$ cat src/shared/mpfs_pkg.sv
// constants and types shared by the program flow sequencer
package mpfs_pkg;

	// ****************************************
	// time base
	// ****************************************
	localparam int CLK_PERIOD_NS = 10;
	localparam int MS_NS = 1000000;
	localparam int CYC_PER_MS = MS_NS / CLK_PERIOD_NS;
	// conditional branches settle this many whole ms before sampling
	localparam int COND_LAG_MS = 2;

	// ****************************************
	// operand and table sizes
	// ****************************************
	localparam int LABEL_W = 6;
	localparam int SUB_IDX_W = 5;
	localparam int JUMP_LABELS = 63;
	localparam int SUB_LABELS = 19;
	localparam int CALL_DEPTH = 3;
	localparam int LOOP_DEPTH = 3;
	localparam int DEPTH_W = 2;
	localparam int LOOP_W = 8;
	localparam int TIME_W = 16;
	localparam int POS_W = 32;
	localparam int SPD_W = 4;

	// ****************************************
	// command set and sequencer states
	// ****************************************
	typedef enum logic [3:0] {
		OP_NOP,
		OP_INPUT_COND_BRANCH,
		OP_POSITION_COND_BRANCH,
		OP_UNCOND_BRANCH,
		OP_SUB_CALL,
		OP_SUB_RETURN,
		OP_LOOP_BEGIN,
		OP_LOOP_CLOSE,
		OP_PROG_END,
		OP_TIMER
	} mpfs_op_t;

	typedef enum logic [2:0] {
		S_IDLE,
		S_ISSUE,
		S_FETCH,
		S_EXEC,
		S_WAIT,
		S_COND,
		S_STOP,
		S_FINISH
	} mpfs_state_t;

endpackage

$ cat src/verilog/mpfs_ms_tick.sv
// millisecond time base with a restart input
`timescale 1ns/100ps
module mpfs_ms_tick #(
	parameter int CYC_PER_MS = mpfs_pkg::CYC_PER_MS
) (
	input wire logic ref_clk,
	input wire logic rst,
	input wire logic clr,
	output logic tick_reg
);
	localparam int CNT_W = $clog2(CYC_PER_MS);
	localparam logic [CNT_W-1:0] LAST = CNT_W'(CYC_PER_MS - 1);

	logic [CNT_W-1:0] cnt_reg;

	// restart aligns the first tick one full ms after the wait begins
	always_ff @(posedge ref_clk or posedge rst)
	begin
		if (rst)
		begin
			cnt_reg <= '0;
			tick_reg <= 1'b0;
		end
		else if (clr)
		begin
			cnt_reg <= '0;
			tick_reg <= 1'b0;
		end
		else
		begin
			cnt_reg <= (cnt_reg == LAST) ? '0 : cnt_reg + 1'b1;
			tick_reg <= (cnt_reg == LAST);
		end
	end
endmodule // mpfs_ms_tick

$ cat src/verilog/mpfs_sequencer.sv
// program flow sequencer of the stored-program interpreter
`timescale 1ns/100ps
module mpfs_sequencer #(
	parameter int ADDR_W = 8,
	parameter int IN_W = 8,
	parameter int CYC_PER_MS = mpfs_pkg::CYC_PER_MS
) (
	input wire logic ref_clk,
	input wire logic rst,
	input wire logic start,
	input wire logic [ADDR_W-1:0] start_line,
	input wire logic instr_valid,
	input wire mpfs_pkg::mpfs_op_t instr_op,
	input wire logic [$clog2(IN_W)-1:0] instr_port,
	input wire logic instr_level,
	input wire logic [mpfs_pkg::LABEL_W-1:0] instr_label,
	input wire logic [mpfs_pkg::TIME_W-1:0] instr_arg,
	input wire logic signed [mpfs_pkg::POS_W-1:0] instr_pos,
	input wire logic label_wr,
	input wire logic label_is_sub,
	input wire logic [mpfs_pkg::LABEL_W-1:0] label_num,
	input wire logic [ADDR_W-1:0] label_line,
	input wire logic [IN_W-1:0] in_ports,
	input wire logic signed [mpfs_pkg::POS_W-1:0] cur_pos,
	input wire logic motor_rotating,
	input wire logic dir_positive,
	input wire logic [mpfs_pkg::SPD_W-1:0] speed_sel_in,
	output logic running_reg,
	output logic [ADDR_W-1:0] prog_addr_reg,
	output logic fetch_req_reg,
	output logic decel_stop_req_reg,
	output logic speed_restore_reg,
	output logic [mpfs_pkg::SPD_W-1:0] speed_saved_reg,
	output logic nest_error_reg,
	output logic prog_done_reg
);
	// ****************************************
	// storage and decode
	// ****************************************
	localparam logic [mpfs_pkg::DEPTH_W-1:0] CALL_MAX = mpfs_pkg::DEPTH_W'(mpfs_pkg::CALL_DEPTH);
	localparam logic [mpfs_pkg::DEPTH_W-1:0] LOOP_MAX = mpfs_pkg::DEPTH_W'(mpfs_pkg::LOOP_DEPTH);
	localparam logic [mpfs_pkg::TIME_W-1:0] LAG_MS = mpfs_pkg::TIME_W'(mpfs_pkg::COND_LAG_MS);
	mpfs_pkg::mpfs_state_t state_reg;
	mpfs_pkg::mpfs_op_t op_reg;
	logic [$clog2(IN_W)-1:0] port_reg;
	logic level_reg;
	logic [mpfs_pkg::LABEL_W-1:0] label_reg;
	logic [mpfs_pkg::TIME_W-1:0] arg_reg;
	logic signed [mpfs_pkg::POS_W-1:0] pos_reg;
	logic [ADDR_W-1:0] jump_tab [0:(2**mpfs_pkg::LABEL_W)-1];
	logic [ADDR_W-1:0] sub_tab [0:(2**mpfs_pkg::SUB_IDX_W)-1];
	logic [ADDR_W-1:0] call_stack [0:mpfs_pkg::CALL_DEPTH-1];
	logic [ADDR_W-1:0] loop_start [0:mpfs_pkg::LOOP_DEPTH-1];
	logic [mpfs_pkg::LOOP_W-1:0] loop_cnt [0:mpfs_pkg::LOOP_DEPTH-1];
	logic [mpfs_pkg::DEPTH_W-1:0] call_sp_reg;
	logic [mpfs_pkg::DEPTH_W-1:0] loop_sp_reg;
	logic [mpfs_pkg::TIME_W-1:0] wait_cnt_reg;
	logic ms_tick;
	logic ms_clr;
	logic wait_over;
	logic in_hit;
	logic pos_hit;
	logic cond_hit;
	logic exec_err;
	logic [ADDR_W-1:0] next_line;
	logic [ADDR_W-1:0] jump_dest;
	logic [ADDR_W-1:0] sub_dest;
	logic [ADDR_W-1:0] ret_dest;
	logic [mpfs_pkg::DEPTH_W-1:0] call_top;
	logic [mpfs_pkg::DEPTH_W-1:0] loop_top;
	// shared decode of the latched line
	assign next_line = prog_addr_reg + 1'b1;
	assign jump_dest = jump_tab[label_reg];
	assign sub_dest = sub_tab[label_reg[mpfs_pkg::SUB_IDX_W-1:0]];
	assign call_top = call_sp_reg - 1'b1;
	assign loop_top = loop_sp_reg - 1'b1;
	assign ret_dest = call_stack[call_top];
	assign wait_over = ms_tick && (wait_cnt_reg <= 1);
	assign in_hit = (in_ports[port_reg] == level_reg);
	// strict pass in the direction of travel; a stopped motor never passes
	assign pos_hit = motor_rotating && (dir_positive ? (cur_pos > pos_reg) : (cur_pos < pos_reg));
	assign cond_hit = (op_reg == mpfs_pkg::OP_INPUT_COND_BRANCH) ? in_hit : pos_hit;
	// nesting beyond three levels or an unmatched return ends the program
	assign exec_err = ((op_reg == mpfs_pkg::OP_SUB_CALL) && (call_sp_reg == CALL_MAX))
		|| ((op_reg == mpfs_pkg::OP_SUB_RETURN) && (call_sp_reg == '0))
		|| ((op_reg == mpfs_pkg::OP_LOOP_BEGIN) && (loop_sp_reg == LOOP_MAX))
		|| ((op_reg == mpfs_pkg::OP_LOOP_CLOSE) && (loop_sp_reg == '0));
	assign ms_clr = (state_reg == mpfs_pkg::S_EXEC);
	mpfs_ms_tick #(
		.CYC_PER_MS(CYC_PER_MS)
	) u_ms_tick (
		.ref_clk(ref_clk),
		.rst(rst),
		.clr(ms_clr),
		.tick_reg(ms_tick)
	);
	// loaded by the program writer; label zero is never a valid target
	always_ff @(posedge ref_clk)
	begin
		if (label_wr && (label_num != '0))
		begin
			if (!label_is_sub)
				jump_tab[label_num] <= label_line;
			else if (label_num <= mpfs_pkg::SUB_LABELS)
				sub_tab[label_num[mpfs_pkg::SUB_IDX_W-1:0]] <= label_line;
		end
	end
	// ****************************************
	// line pointer, state and stacks
	// ****************************************
	always_ff @(posedge ref_clk or posedge rst)
	begin
		if (rst)
		begin
			state_reg <= mpfs_pkg::S_IDLE;
			prog_addr_reg <= '0;
			call_sp_reg <= '0;
			loop_sp_reg <= '0;
			op_reg <= mpfs_pkg::OP_NOP;
			port_reg <= '0;
			level_reg <= 1'b0;
			label_reg <= '0;
			arg_reg <= '0;
			pos_reg <= '0;
		end
		else
		begin
			case (state_reg)
				mpfs_pkg::S_IDLE:
					if (start)
					begin
						prog_addr_reg <= start_line;
						call_sp_reg <= '0;
						loop_sp_reg <= '0;
						state_reg <= mpfs_pkg::S_ISSUE;
					end
				mpfs_pkg::S_ISSUE: state_reg <= mpfs_pkg::S_FETCH;
				mpfs_pkg::S_FETCH:
					if (instr_valid)
					begin
						op_reg <= instr_op;
						port_reg <= instr_port;
						level_reg <= instr_level;
						label_reg <= instr_label;
						arg_reg <= instr_arg;
						pos_reg <= instr_pos;
						state_reg <= mpfs_pkg::S_EXEC;
					end
				mpfs_pkg::S_EXEC:
				begin
					state_reg <= mpfs_pkg::S_ISSUE;
					if (exec_err)
						state_reg <= mpfs_pkg::S_STOP;
					else
						case (op_reg)
							mpfs_pkg::OP_UNCOND_BRANCH: prog_addr_reg <= jump_dest;
							mpfs_pkg::OP_SUB_CALL:
							begin
								call_stack[call_sp_reg] <= next_line;
								call_sp_reg <= call_sp_reg + 1'b1;
								prog_addr_reg <= sub_dest;
							end
							mpfs_pkg::OP_SUB_RETURN:
							begin
								call_sp_reg <= call_top;
								prog_addr_reg <= ret_dest;
							end
							mpfs_pkg::OP_LOOP_BEGIN:
							begin
								loop_start[loop_sp_reg] <= next_line;
								loop_cnt[loop_sp_reg] <= arg_reg[mpfs_pkg::LOOP_W-1:0];
								loop_sp_reg <= loop_sp_reg + 1'b1;
								prog_addr_reg <= next_line;
							end
							mpfs_pkg::OP_LOOP_CLOSE:
								// a count of zero behaves as one pass
								if (loop_cnt[loop_top] > 1)
								begin
									loop_cnt[loop_top] <= loop_cnt[loop_top] - 1'b1;
									prog_addr_reg <= loop_start[loop_top];
								end
								else
								begin
									loop_sp_reg <= loop_top;
									prog_addr_reg <= next_line;
								end
							mpfs_pkg::OP_TIMER: state_reg <= mpfs_pkg::S_WAIT;
							mpfs_pkg::OP_INPUT_COND_BRANCH,
							mpfs_pkg::OP_POSITION_COND_BRANCH:
								state_reg <= mpfs_pkg::S_COND;
							mpfs_pkg::OP_PROG_END: state_reg <= mpfs_pkg::S_STOP;
							default:
								prog_addr_reg <= next_line;
						endcase
				end
				mpfs_pkg::S_WAIT:
					if (wait_over)
					begin
						prog_addr_reg <= next_line;
						state_reg <= mpfs_pkg::S_ISSUE;
					end
				mpfs_pkg::S_COND:
					if (wait_over)
					begin
						prog_addr_reg <= cond_hit ? jump_dest : next_line;
						state_reg <= mpfs_pkg::S_ISSUE;
					end
				mpfs_pkg::S_STOP:
					if (!motor_rotating)
						state_reg <= mpfs_pkg::S_FINISH;
				default: state_reg <= mpfs_pkg::S_IDLE;
			endcase
		end
	end
	// ms base restarts in exec, so a wait of n >= 1 lasts n ms plus one cycle
	always_ff @(posedge ref_clk or posedge rst)
	begin
		if (rst)
			wait_cnt_reg <= '0;
		else if (state_reg == mpfs_pkg::S_EXEC)
			wait_cnt_reg <= (op_reg == mpfs_pkg::OP_TIMER) ? arg_reg : LAG_MS;
		else if (ms_tick && (wait_cnt_reg != '0))
			wait_cnt_reg <= wait_cnt_reg - 1'b1;
	end
	// ****************************************
	// status and drive side outputs
	// ****************************************
	always_ff @(posedge ref_clk or posedge rst)
	begin
		if (rst)
		begin
			running_reg <= 1'b0;
			fetch_req_reg <= 1'b0;
			decel_stop_req_reg <= 1'b0;
			speed_restore_reg <= 1'b0;
			speed_saved_reg <= '0;
			nest_error_reg <= 1'b0;
			prog_done_reg <= 1'b0;
		end
		else
		begin
			fetch_req_reg <= (state_reg == mpfs_pkg::S_ISSUE);
			decel_stop_req_reg <= (state_reg == mpfs_pkg::S_STOP) && motor_rotating;
			speed_restore_reg <= (state_reg == mpfs_pkg::S_FINISH);
			prog_done_reg <= (state_reg == mpfs_pkg::S_FINISH);
			if ((state_reg == mpfs_pkg::S_IDLE) && start)
			begin
				running_reg <= 1'b1;
				speed_saved_reg <= speed_sel_in;
				nest_error_reg <= 1'b0;
			end
			else if (state_reg == mpfs_pkg::S_FINISH)
				running_reg <= 1'b0;
			if ((state_reg == mpfs_pkg::S_EXEC) && exec_err)
				nest_error_reg <= 1'b1;
		end
	end
endmodule // mpfs_sequencer
$ cat config.mk
export PLATFORM = sky130hd
export DESIGN_NAME = mpfs_sequencer
export DESIGN_NICKNAME = d
export VERILOG_FILES = /design/src/shared/mpfs_pkg.sv /design/src/verilog/mpfs_ms_tick.sv /design/src/verilog/mpfs_sequencer.sv
export SDC_FILE = /design/constraint.sdc
export NUM_CORES = 1
export LEC_CHECK = 0
export ABC_CLOCK_PERIOD_IN_PS = 7400
export BUFFER_PORTS_ARGS = -buffer_cell sky130_fd_sc_hd__buf_2
export CAP_MARGIN = 20
export CORE_UTILIZATION = 49
export CTS_BUF_LIST = sky130_fd_sc_hd__clkbuf_8
export DETAILED_ROUTE_END_ITERATION = 16
export GPL_TIMING_DRIVEN = 0
export PLACE_DENSITY = 0.72
export SETUP_SLACK_MARGIN = 0.15
export SYNTH_ARGS = -nofsm -noshare
export SYNTH_HDL_FRONTEND = slang
export SYNTH_SLANG_ARGS = --single-unit
$ cat constraint.sdc
create_clock -name ref_clk -period 7.4 [get_ports ref_clk]
set_input_delay 1.11 -clock ref_clk [delete_from_list [all_inputs] [get_ports ref_clk]]
set_output_delay 1.11 -clock ref_clk [all_outputs]
set_load 0.02 [all_outputs]
Yosys cells after proc, flatten, opt, wreduce, memory -nomap -nowiden
Memory sizes are Yosys's and may differ from the RTL's. Index checks and enable logic that the tools add are counted.

RAM bits: 840. Input port bits: 136. Memories: 5. Register bits: 120. Output and inout bits: 18. Latch bits: 0. Bits in read-only memories: 0. Logic and storage cells: 166.

Add/sub/neg operators: 8. Shifts and indexed selects: 0. Reductions and logical operators: 37. Bitwise logic cells: 0. Multiply operators: 0. Magnitude comparators: 6. Divide/modulo/power cells: 0. Muxes and demuxes: 60. Equal/unequal tests: 31.

Memories: jump_tab (words 64, width 8, read ports 1, clocked after memory_dff 0, write ports 1, line mpfs_sequencer.sv:50) `logic [ADDR_W-1:0] jump_tab [0:(2**mpfs_pkg::LABEL_W)-1];`; sub_tab (words 32, width 8, read ports 1, clocked after memory_dff 0, write ports 1, line mpfs_sequencer.sv:51) `logic [ADDR_W-1:0] sub_tab [0:(2**mpfs_pkg::SUB_IDX_W)-1];`; call_stack (words 3, width 8, read ports 1, clocked after memory_dff 0, write ports 1, line mpfs_sequencer.sv:52) `logic [ADDR_W-1:0] call_stack [0:mpfs_pkg::CALL_DEPTH-1];`; loop_cnt (words 3, width 8, read ports 1, clocked after memory_dff 0, write ports 1, line mpfs_sequencer.sv:54) `logic [mpfs_pkg::LOOP_W-1:0] loop_cnt [0:mpfs_pkg::LOOP_DEPTH-1];`; loop_start (words 3, width 8, read ports 1, clocked after memory_dff 0, write ports 1, line mpfs_sequencer.sv:53) `logic [ADDR_W-1:0] loop_start [0:mpfs_pkg::LOOP_DEPTH-1];`.

Operator list (count): 8-bit 2-to-1 mux (7); 16-bit 2-to-1 mux (3); 8-bit one-hot mux with 5 select lines (1); 17-bit 2-to-1 mux (2); 32-bit > comparator (1); 32-bit < comparator (1); 8-bit one-hot mux with 4 select lines (1); 1-bit 2-to-1 mux (29); 3-bit one-hot mux with 6 select lines (1); 17-bit by 1-bit adder with 17-bit output, second input constant (1); 17-bit == test, second input constant (1); 4-bit by 3-bit == test with 1-bit output, second input constant (4); 16-bit by 1-bit less-or-equal comparator with 1-bit output, second input constant (1); 2-bit one-hot mux with 2 select lines (4); 16-bit nonzero test (1); 16-bit by 1-bit subtractor with 16-bit output, second input constant (1); 3-bit 2-to-1 mux (5); 1-bit logical AND (14); 2-bit inequality test, second input constant (7); 3-bit == test, second input constant (4); 2-bit 2-to-1 mux (5); 3-bit one-hot mux with 3 select lines (1); 8-bit by 1-bit adder with 8-bit output, second input constant (1); 4-bit by 2-bit == test with 1-bit output, second input constant (2); 30 further kinds (44).

Depth between registers and ports, before layout
Depth in word-level cells: 11. Gate-level depth with buffers: 17. Gate-level depth less buffers: 12.

Cells and area by module
Synthesis repeated with hierarchy kept, for this count alone.

Cell total of the unflattened synthesis: 2312. Area, all modules: 40042.2 µm².

Modules (own cells, without submodules): mpfs_sequencer (area each 39133.8 µm², instances 1, cells an instance 2225, sequential area each 27776.6 µm²); mpfs_ms_tick (area each 908.4 µm², instances 1, cells an instance 87, sequential area each 450.4 µm²).

Least setup slack after synthesis
No wires, ideal clock.

Kind: register to register. Start point: register loop_sp_reg[0] in the netlist's numbering. End point: memory loop_cnt[1][0] in the netlist's numbering, enable pin. Cell stages (with the launch flop): 15. Setup time: 387 ps. Buffers on the path: 5. Required time: 7013 ps. Arrival time: 4208 ps. Period minus slack after synthesis: 4595 ps. Path slack: 2805 ps. Cells stage by stage: dfrtp_1 -> buf_4 -> buf_1 -> inv_1 -> ha_1 -> clkbuf_1 -> clkbuf_1 -> nor2_1 -> a21o_1 -> ha_1 -> o211ai_1 -> o21ai_1 -> or2_2 -> buf_2 -> o31ai_1.

Word-level cells in the longest chain between the ends: 11. Elaborated cells between the ends (all ways): 22. Those cells by class: 1 x add/sub; 1 x order compare; 1 x eq/ne; 10 x mux; 8 x reduce/logical; 1 x memory.

Ends and longest elaborated chain: start: declaration (line mpfs_sequencer.sv:56) `logic [mpfs_pkg::DEPTH_W-1:0] loop_sp_reg;`; start signal: assignment (line mpfs_sequencer.sv:172) `loop_sp_reg <= loop_sp_reg + 1'b1;`; start signal: assignment (line mpfs_sequencer.sv:184) `loop_sp_reg <= loop_top;`; 2-bit by 1-bit subtractor with 2-bit output (line mpfs_sequencer.sv:76) `assign loop_top = loop_sp_reg - 1'b1;`; memory read 3 x 8 bit; 8-bit by 1-bit > comparator with 1-bit output (line mpfs_sequencer.sv:177) `if (loop_cnt[loop_top] > 1)`; 1-bit 2-to-1 mux (line mpfs_sequencer.sv:177); 1-bit 2-to-1 mux (line mpfs_sequencer.sv:155) `case (op_reg)`; 1-bit 2-to-1 mux (line mpfs_sequencer.sv:152) `if (exec_err)`; 1-bit 2-to-1 mux (line mpfs_sequencer.sv:128) `case (state_reg)`; 1-bit logical AND (not written as such) (line mpfs_sequencer.sv:179) `loop_cnt[loop_top] <= loop_cnt[loop_top] - 1'b1;`; 1-bit 2-to-1 mux (not written as such) (line mpfs_sequencer.sv:179); 8-bit OR reduction (no line); 2-bit 2-to-1 mux (no line) or 1-bit 2-to-1 mux (tied branches); end: declaration (line mpfs_sequencer.sv:54).

Several ways; a longest one is shown, not always the timed one.

Worst setup path after layout
Start point: register loop_sp_reg[0] in the netlist's numbering. End point: memory loop_cnt[1][6] in the netlist's numbering, enable pin.

The elaborated chain is that of the path after synthesis.

==> run metrics <==
# hold bufs at CTS=0; # rows=103; combinational share of power=33.7%; Slew Viols, Final=0; total clock sinks=between 900 and 1000; flops & latches, synth=960; Initial DRC Count=2705; Max-slew headroom=approximately a fifth; Post-Syn Area=around 40000 µm²; gr busiest metal=met2; critical path endpoint category=flip-flop; Tcrit/Tclk final=74.29%; CP max stage cell=buf_1; HPWL after DPL=68940 µm; die area=82050 µm²; met2 Use GR=41.76%; worst vdd rail ir drop=between 0.2 and 0.25 mV; clock tree from TritonCTS=yes; crit-path cells=buf_4 > buf_1 > inv_1 > ha_1 > clkbuf_1 > clkbuf_1 > nor2_1 > a21o_1 > ha_1 > o211ai_1 > o21ai_1 > or2_2 > buf_2 > o31ai_1 > buf_2; largest net degree at the start of global routing=97; Worst path depth=15; most common flop cell mapped by yosys=edfxtp_1; Setup Buffers After CTS=0; Synth warnings=0; Pleak=15.79 nW; PortBufs=around 150; Cell Pwr Density=about 360 nW/µm²; initial antenna violation count=9; Tmin final=5497 ps; power share of the clock group=26.4%; Yosys cell types=76; status=finished clean; most frequent cells in the layout=840 x edfxtp_1, 189 x mux4_2, 169 x buf_2, 163 x clkbuf_8, 160 x nor2_1; DRC=0; net switching power=5.716 mW; FFs w/ async S/R, synth=12.50%; Data required, critical path=7910 ps; maximum clock rate=0.1819 GHz; DR pass1 iterations=6; die width=286.4 µm; Core Region=79520 µm²; Final ANT Viol Nets=0; Area Overhead vs Synth=14.00%; vias in the first global route=23860; flip-flop count of the largest register after layout=512; clk buf depth=3; commonest non-fill, non-tap cell in the layout=edfxtp_1; Switching Fraction=35.12%; clk root buf=clkbuf_8; crit-path max cell delay=510 ps; WL per Instance=26.74 µm; Pint=10.56 mW; routed vias=~24000; total global-route track usage=25.71%; critical path class=flip-flop to flip-flop; unrepaired setup endpoints after global routing=no; Critical Path Source Type=flip-flop; Design Power=16.27 mW; CTS Buf Count=155; Reg2Reg Depth=15; starting density of the core=between 40% and 50%; setup TNS=0 ps; total gr overflow=0; nets=2909; CP max FO=10; HP Class=input port to async pin; grt met3 use=7.544%; Worst Tran Pin Value=around 1200 ps; Flop pwr share=roughly 40%; sequential area share after synthesis=between 70% and 80%; layout cells sized above 1=22.82%; Clock transition at path regs=60 ps; Detailed Route WL=between 100000 and 150000 µm; Fin. Hold Viols=0; Mapped Cells=2299; clock skew=37.29 ps; routed vias/inst=6.046; H-tree depth=4; Max-cap violations=0; Ports=between 150 and 200; DIE HEIGHT=about 290 µm; # resized after CTS=0; Post-synth EDFFs=840; clk_lat worst skew=840 ps; Setup Viol. Count Final=0; Syn Area/Cell=17.24 µm²; Final Wtd Congestion=between 0.9 and 1; crit path buf inv count=7; GRT met1 Usage=between 30% and 40%; cell family with most CP delay=buffers and inverters; WP data arrival=6000 ps; global-route wire length before repair=around 150000 µm
layer usage:
layer	vias up	routed length [µm]
met5	-	111
met4	14	4442
met3	317	11190
met2	1477	50400
met1	11860	38040
li1	9890	-
worst register-to-register path, delay by kind of cell, from the launching register on:
kind                     cells  cell delay (ps)
AND/OR/NAND/NOR              2              490
adder cells (fa/ha/maj)      2              600
AO/OA/AOI/OAI                4             1240
buffers and inverters        7             2390
flip-flops                   1              460
power by group through the flow:
stage | Clock, mW | Combinational, mW | Sequential, mW
after floorplan | 0 | 3.39 | 6.58
after global placement | 0 | 5.25 | 6.58
after detailed placement | 0 | 5.37 | 6.60
after CTS | 4.34 | 5.39 | 6.49
after global routing | 4.58 | 5.76 | 6.53
final | 4.30 | 5.48 | 6.49
cell type report:
| cell class | count | area [µm²] |
|---|---|---|
| antenna | 2 | 5.005 |
| buffer | 116 | 560.5 |
| clock buffer | 163 | 2243 |
| clock inverter | 111 | 624.3 |
| fill | 6031 | 34320 |
| inverter | 56 | 215.2 |
| multi-input combinational | 1278 | 11080 |
| sequential | 960 | 28230 |
| tap | 1050 | 1314 |
| timing repair buffer | 160 | 920.9 |
worst paths after layout:
kind	start	to	slack, ps
setup / recovery	loop_sp_reg[0]	loop_cnt[1][6]	1900
max in group asynchronous	rst	u_ms_tick.cnt_reg[14]	6250
hold / removal	rst	arg_reg[5]	390
setup reg to reg	loop_sp_reg[0]	loop_cnt[1][6]	1900
hold reg to reg	speed_saved_reg[0]	speed_saved_reg[0]	480
min in group ref_clk	speed_saved_reg[0]	speed_saved_reg[0]	480
cells in the mapped netlist (5+ instances only):
master	n	area [µm²]
o31ai_1	6	45.04
nand3_1	33	165.2
a31oi_1	11	68.82
nand2b_1	17	106.4
buf_2	25	125.1
xnor2_1	22	192.7
nand3b_1	11	82.58
xor2_1	19	166.4
dfrtp_1	120	3003
a221oi_1	16	140.1
nor2b_1	18	112.6
clkbuf_1	63	236.5
nor4_1	8	50.05
a22o_1	17	148.9
nor3_1	30	150.1
o21ai_0	80	400.4
a21oi_1	61	305.3
o211ai_1	7	52.55
mux2i_1	58	580.6
o22ai_1	5	31.28
and3_1	7	43.79
nor2_1	160	600.6
ha_1	46	575.6
nand4_1	24	150.1
nand2_1	125	469.2
and2_1	15	93.84
mux2_2	39	439.2
a22oi_1	44	330.3
edfxtp_1	840	25220
and4_1	6	52.55
or3_1	10	62.56
a21o_1	8	60.06
inv_1	56	210.2
a211oi_1	5	37.54
mux4_2	189	4257
buf_4	14	105.1
buf_1	9	33.78
kinds of logic after synthesis:
group	Yosys count	synth area share (%)
flops	960	71.20
simple gates	484	5.835
compound gates	305	5.113
mux	290	13.54
buf+inv	172	1.944
fa+ha+maj	46	1.452
xor+xnor	41	0.9058
other cells	1	0.009459
metrics by stage:
stage          worst slack (ps)  instance area (µm²)  hold WS, ps  instances  util (%)
3_5_place_dp               1856                42280        468.4       3616     53.18
5_1_grt                    1502                45190        423.6       3895     56.83
4_1_cts                    1862                45150        377.4       3890     56.78
2_1_floorplan              2805                40060        446.0       2410         -
3_3_place_gp               1462                42120        460.9       3609     52.97
6_report                   1903                45190        388.4       3896     56.84
Note: power is estimated with default switching activity, not from simulation.
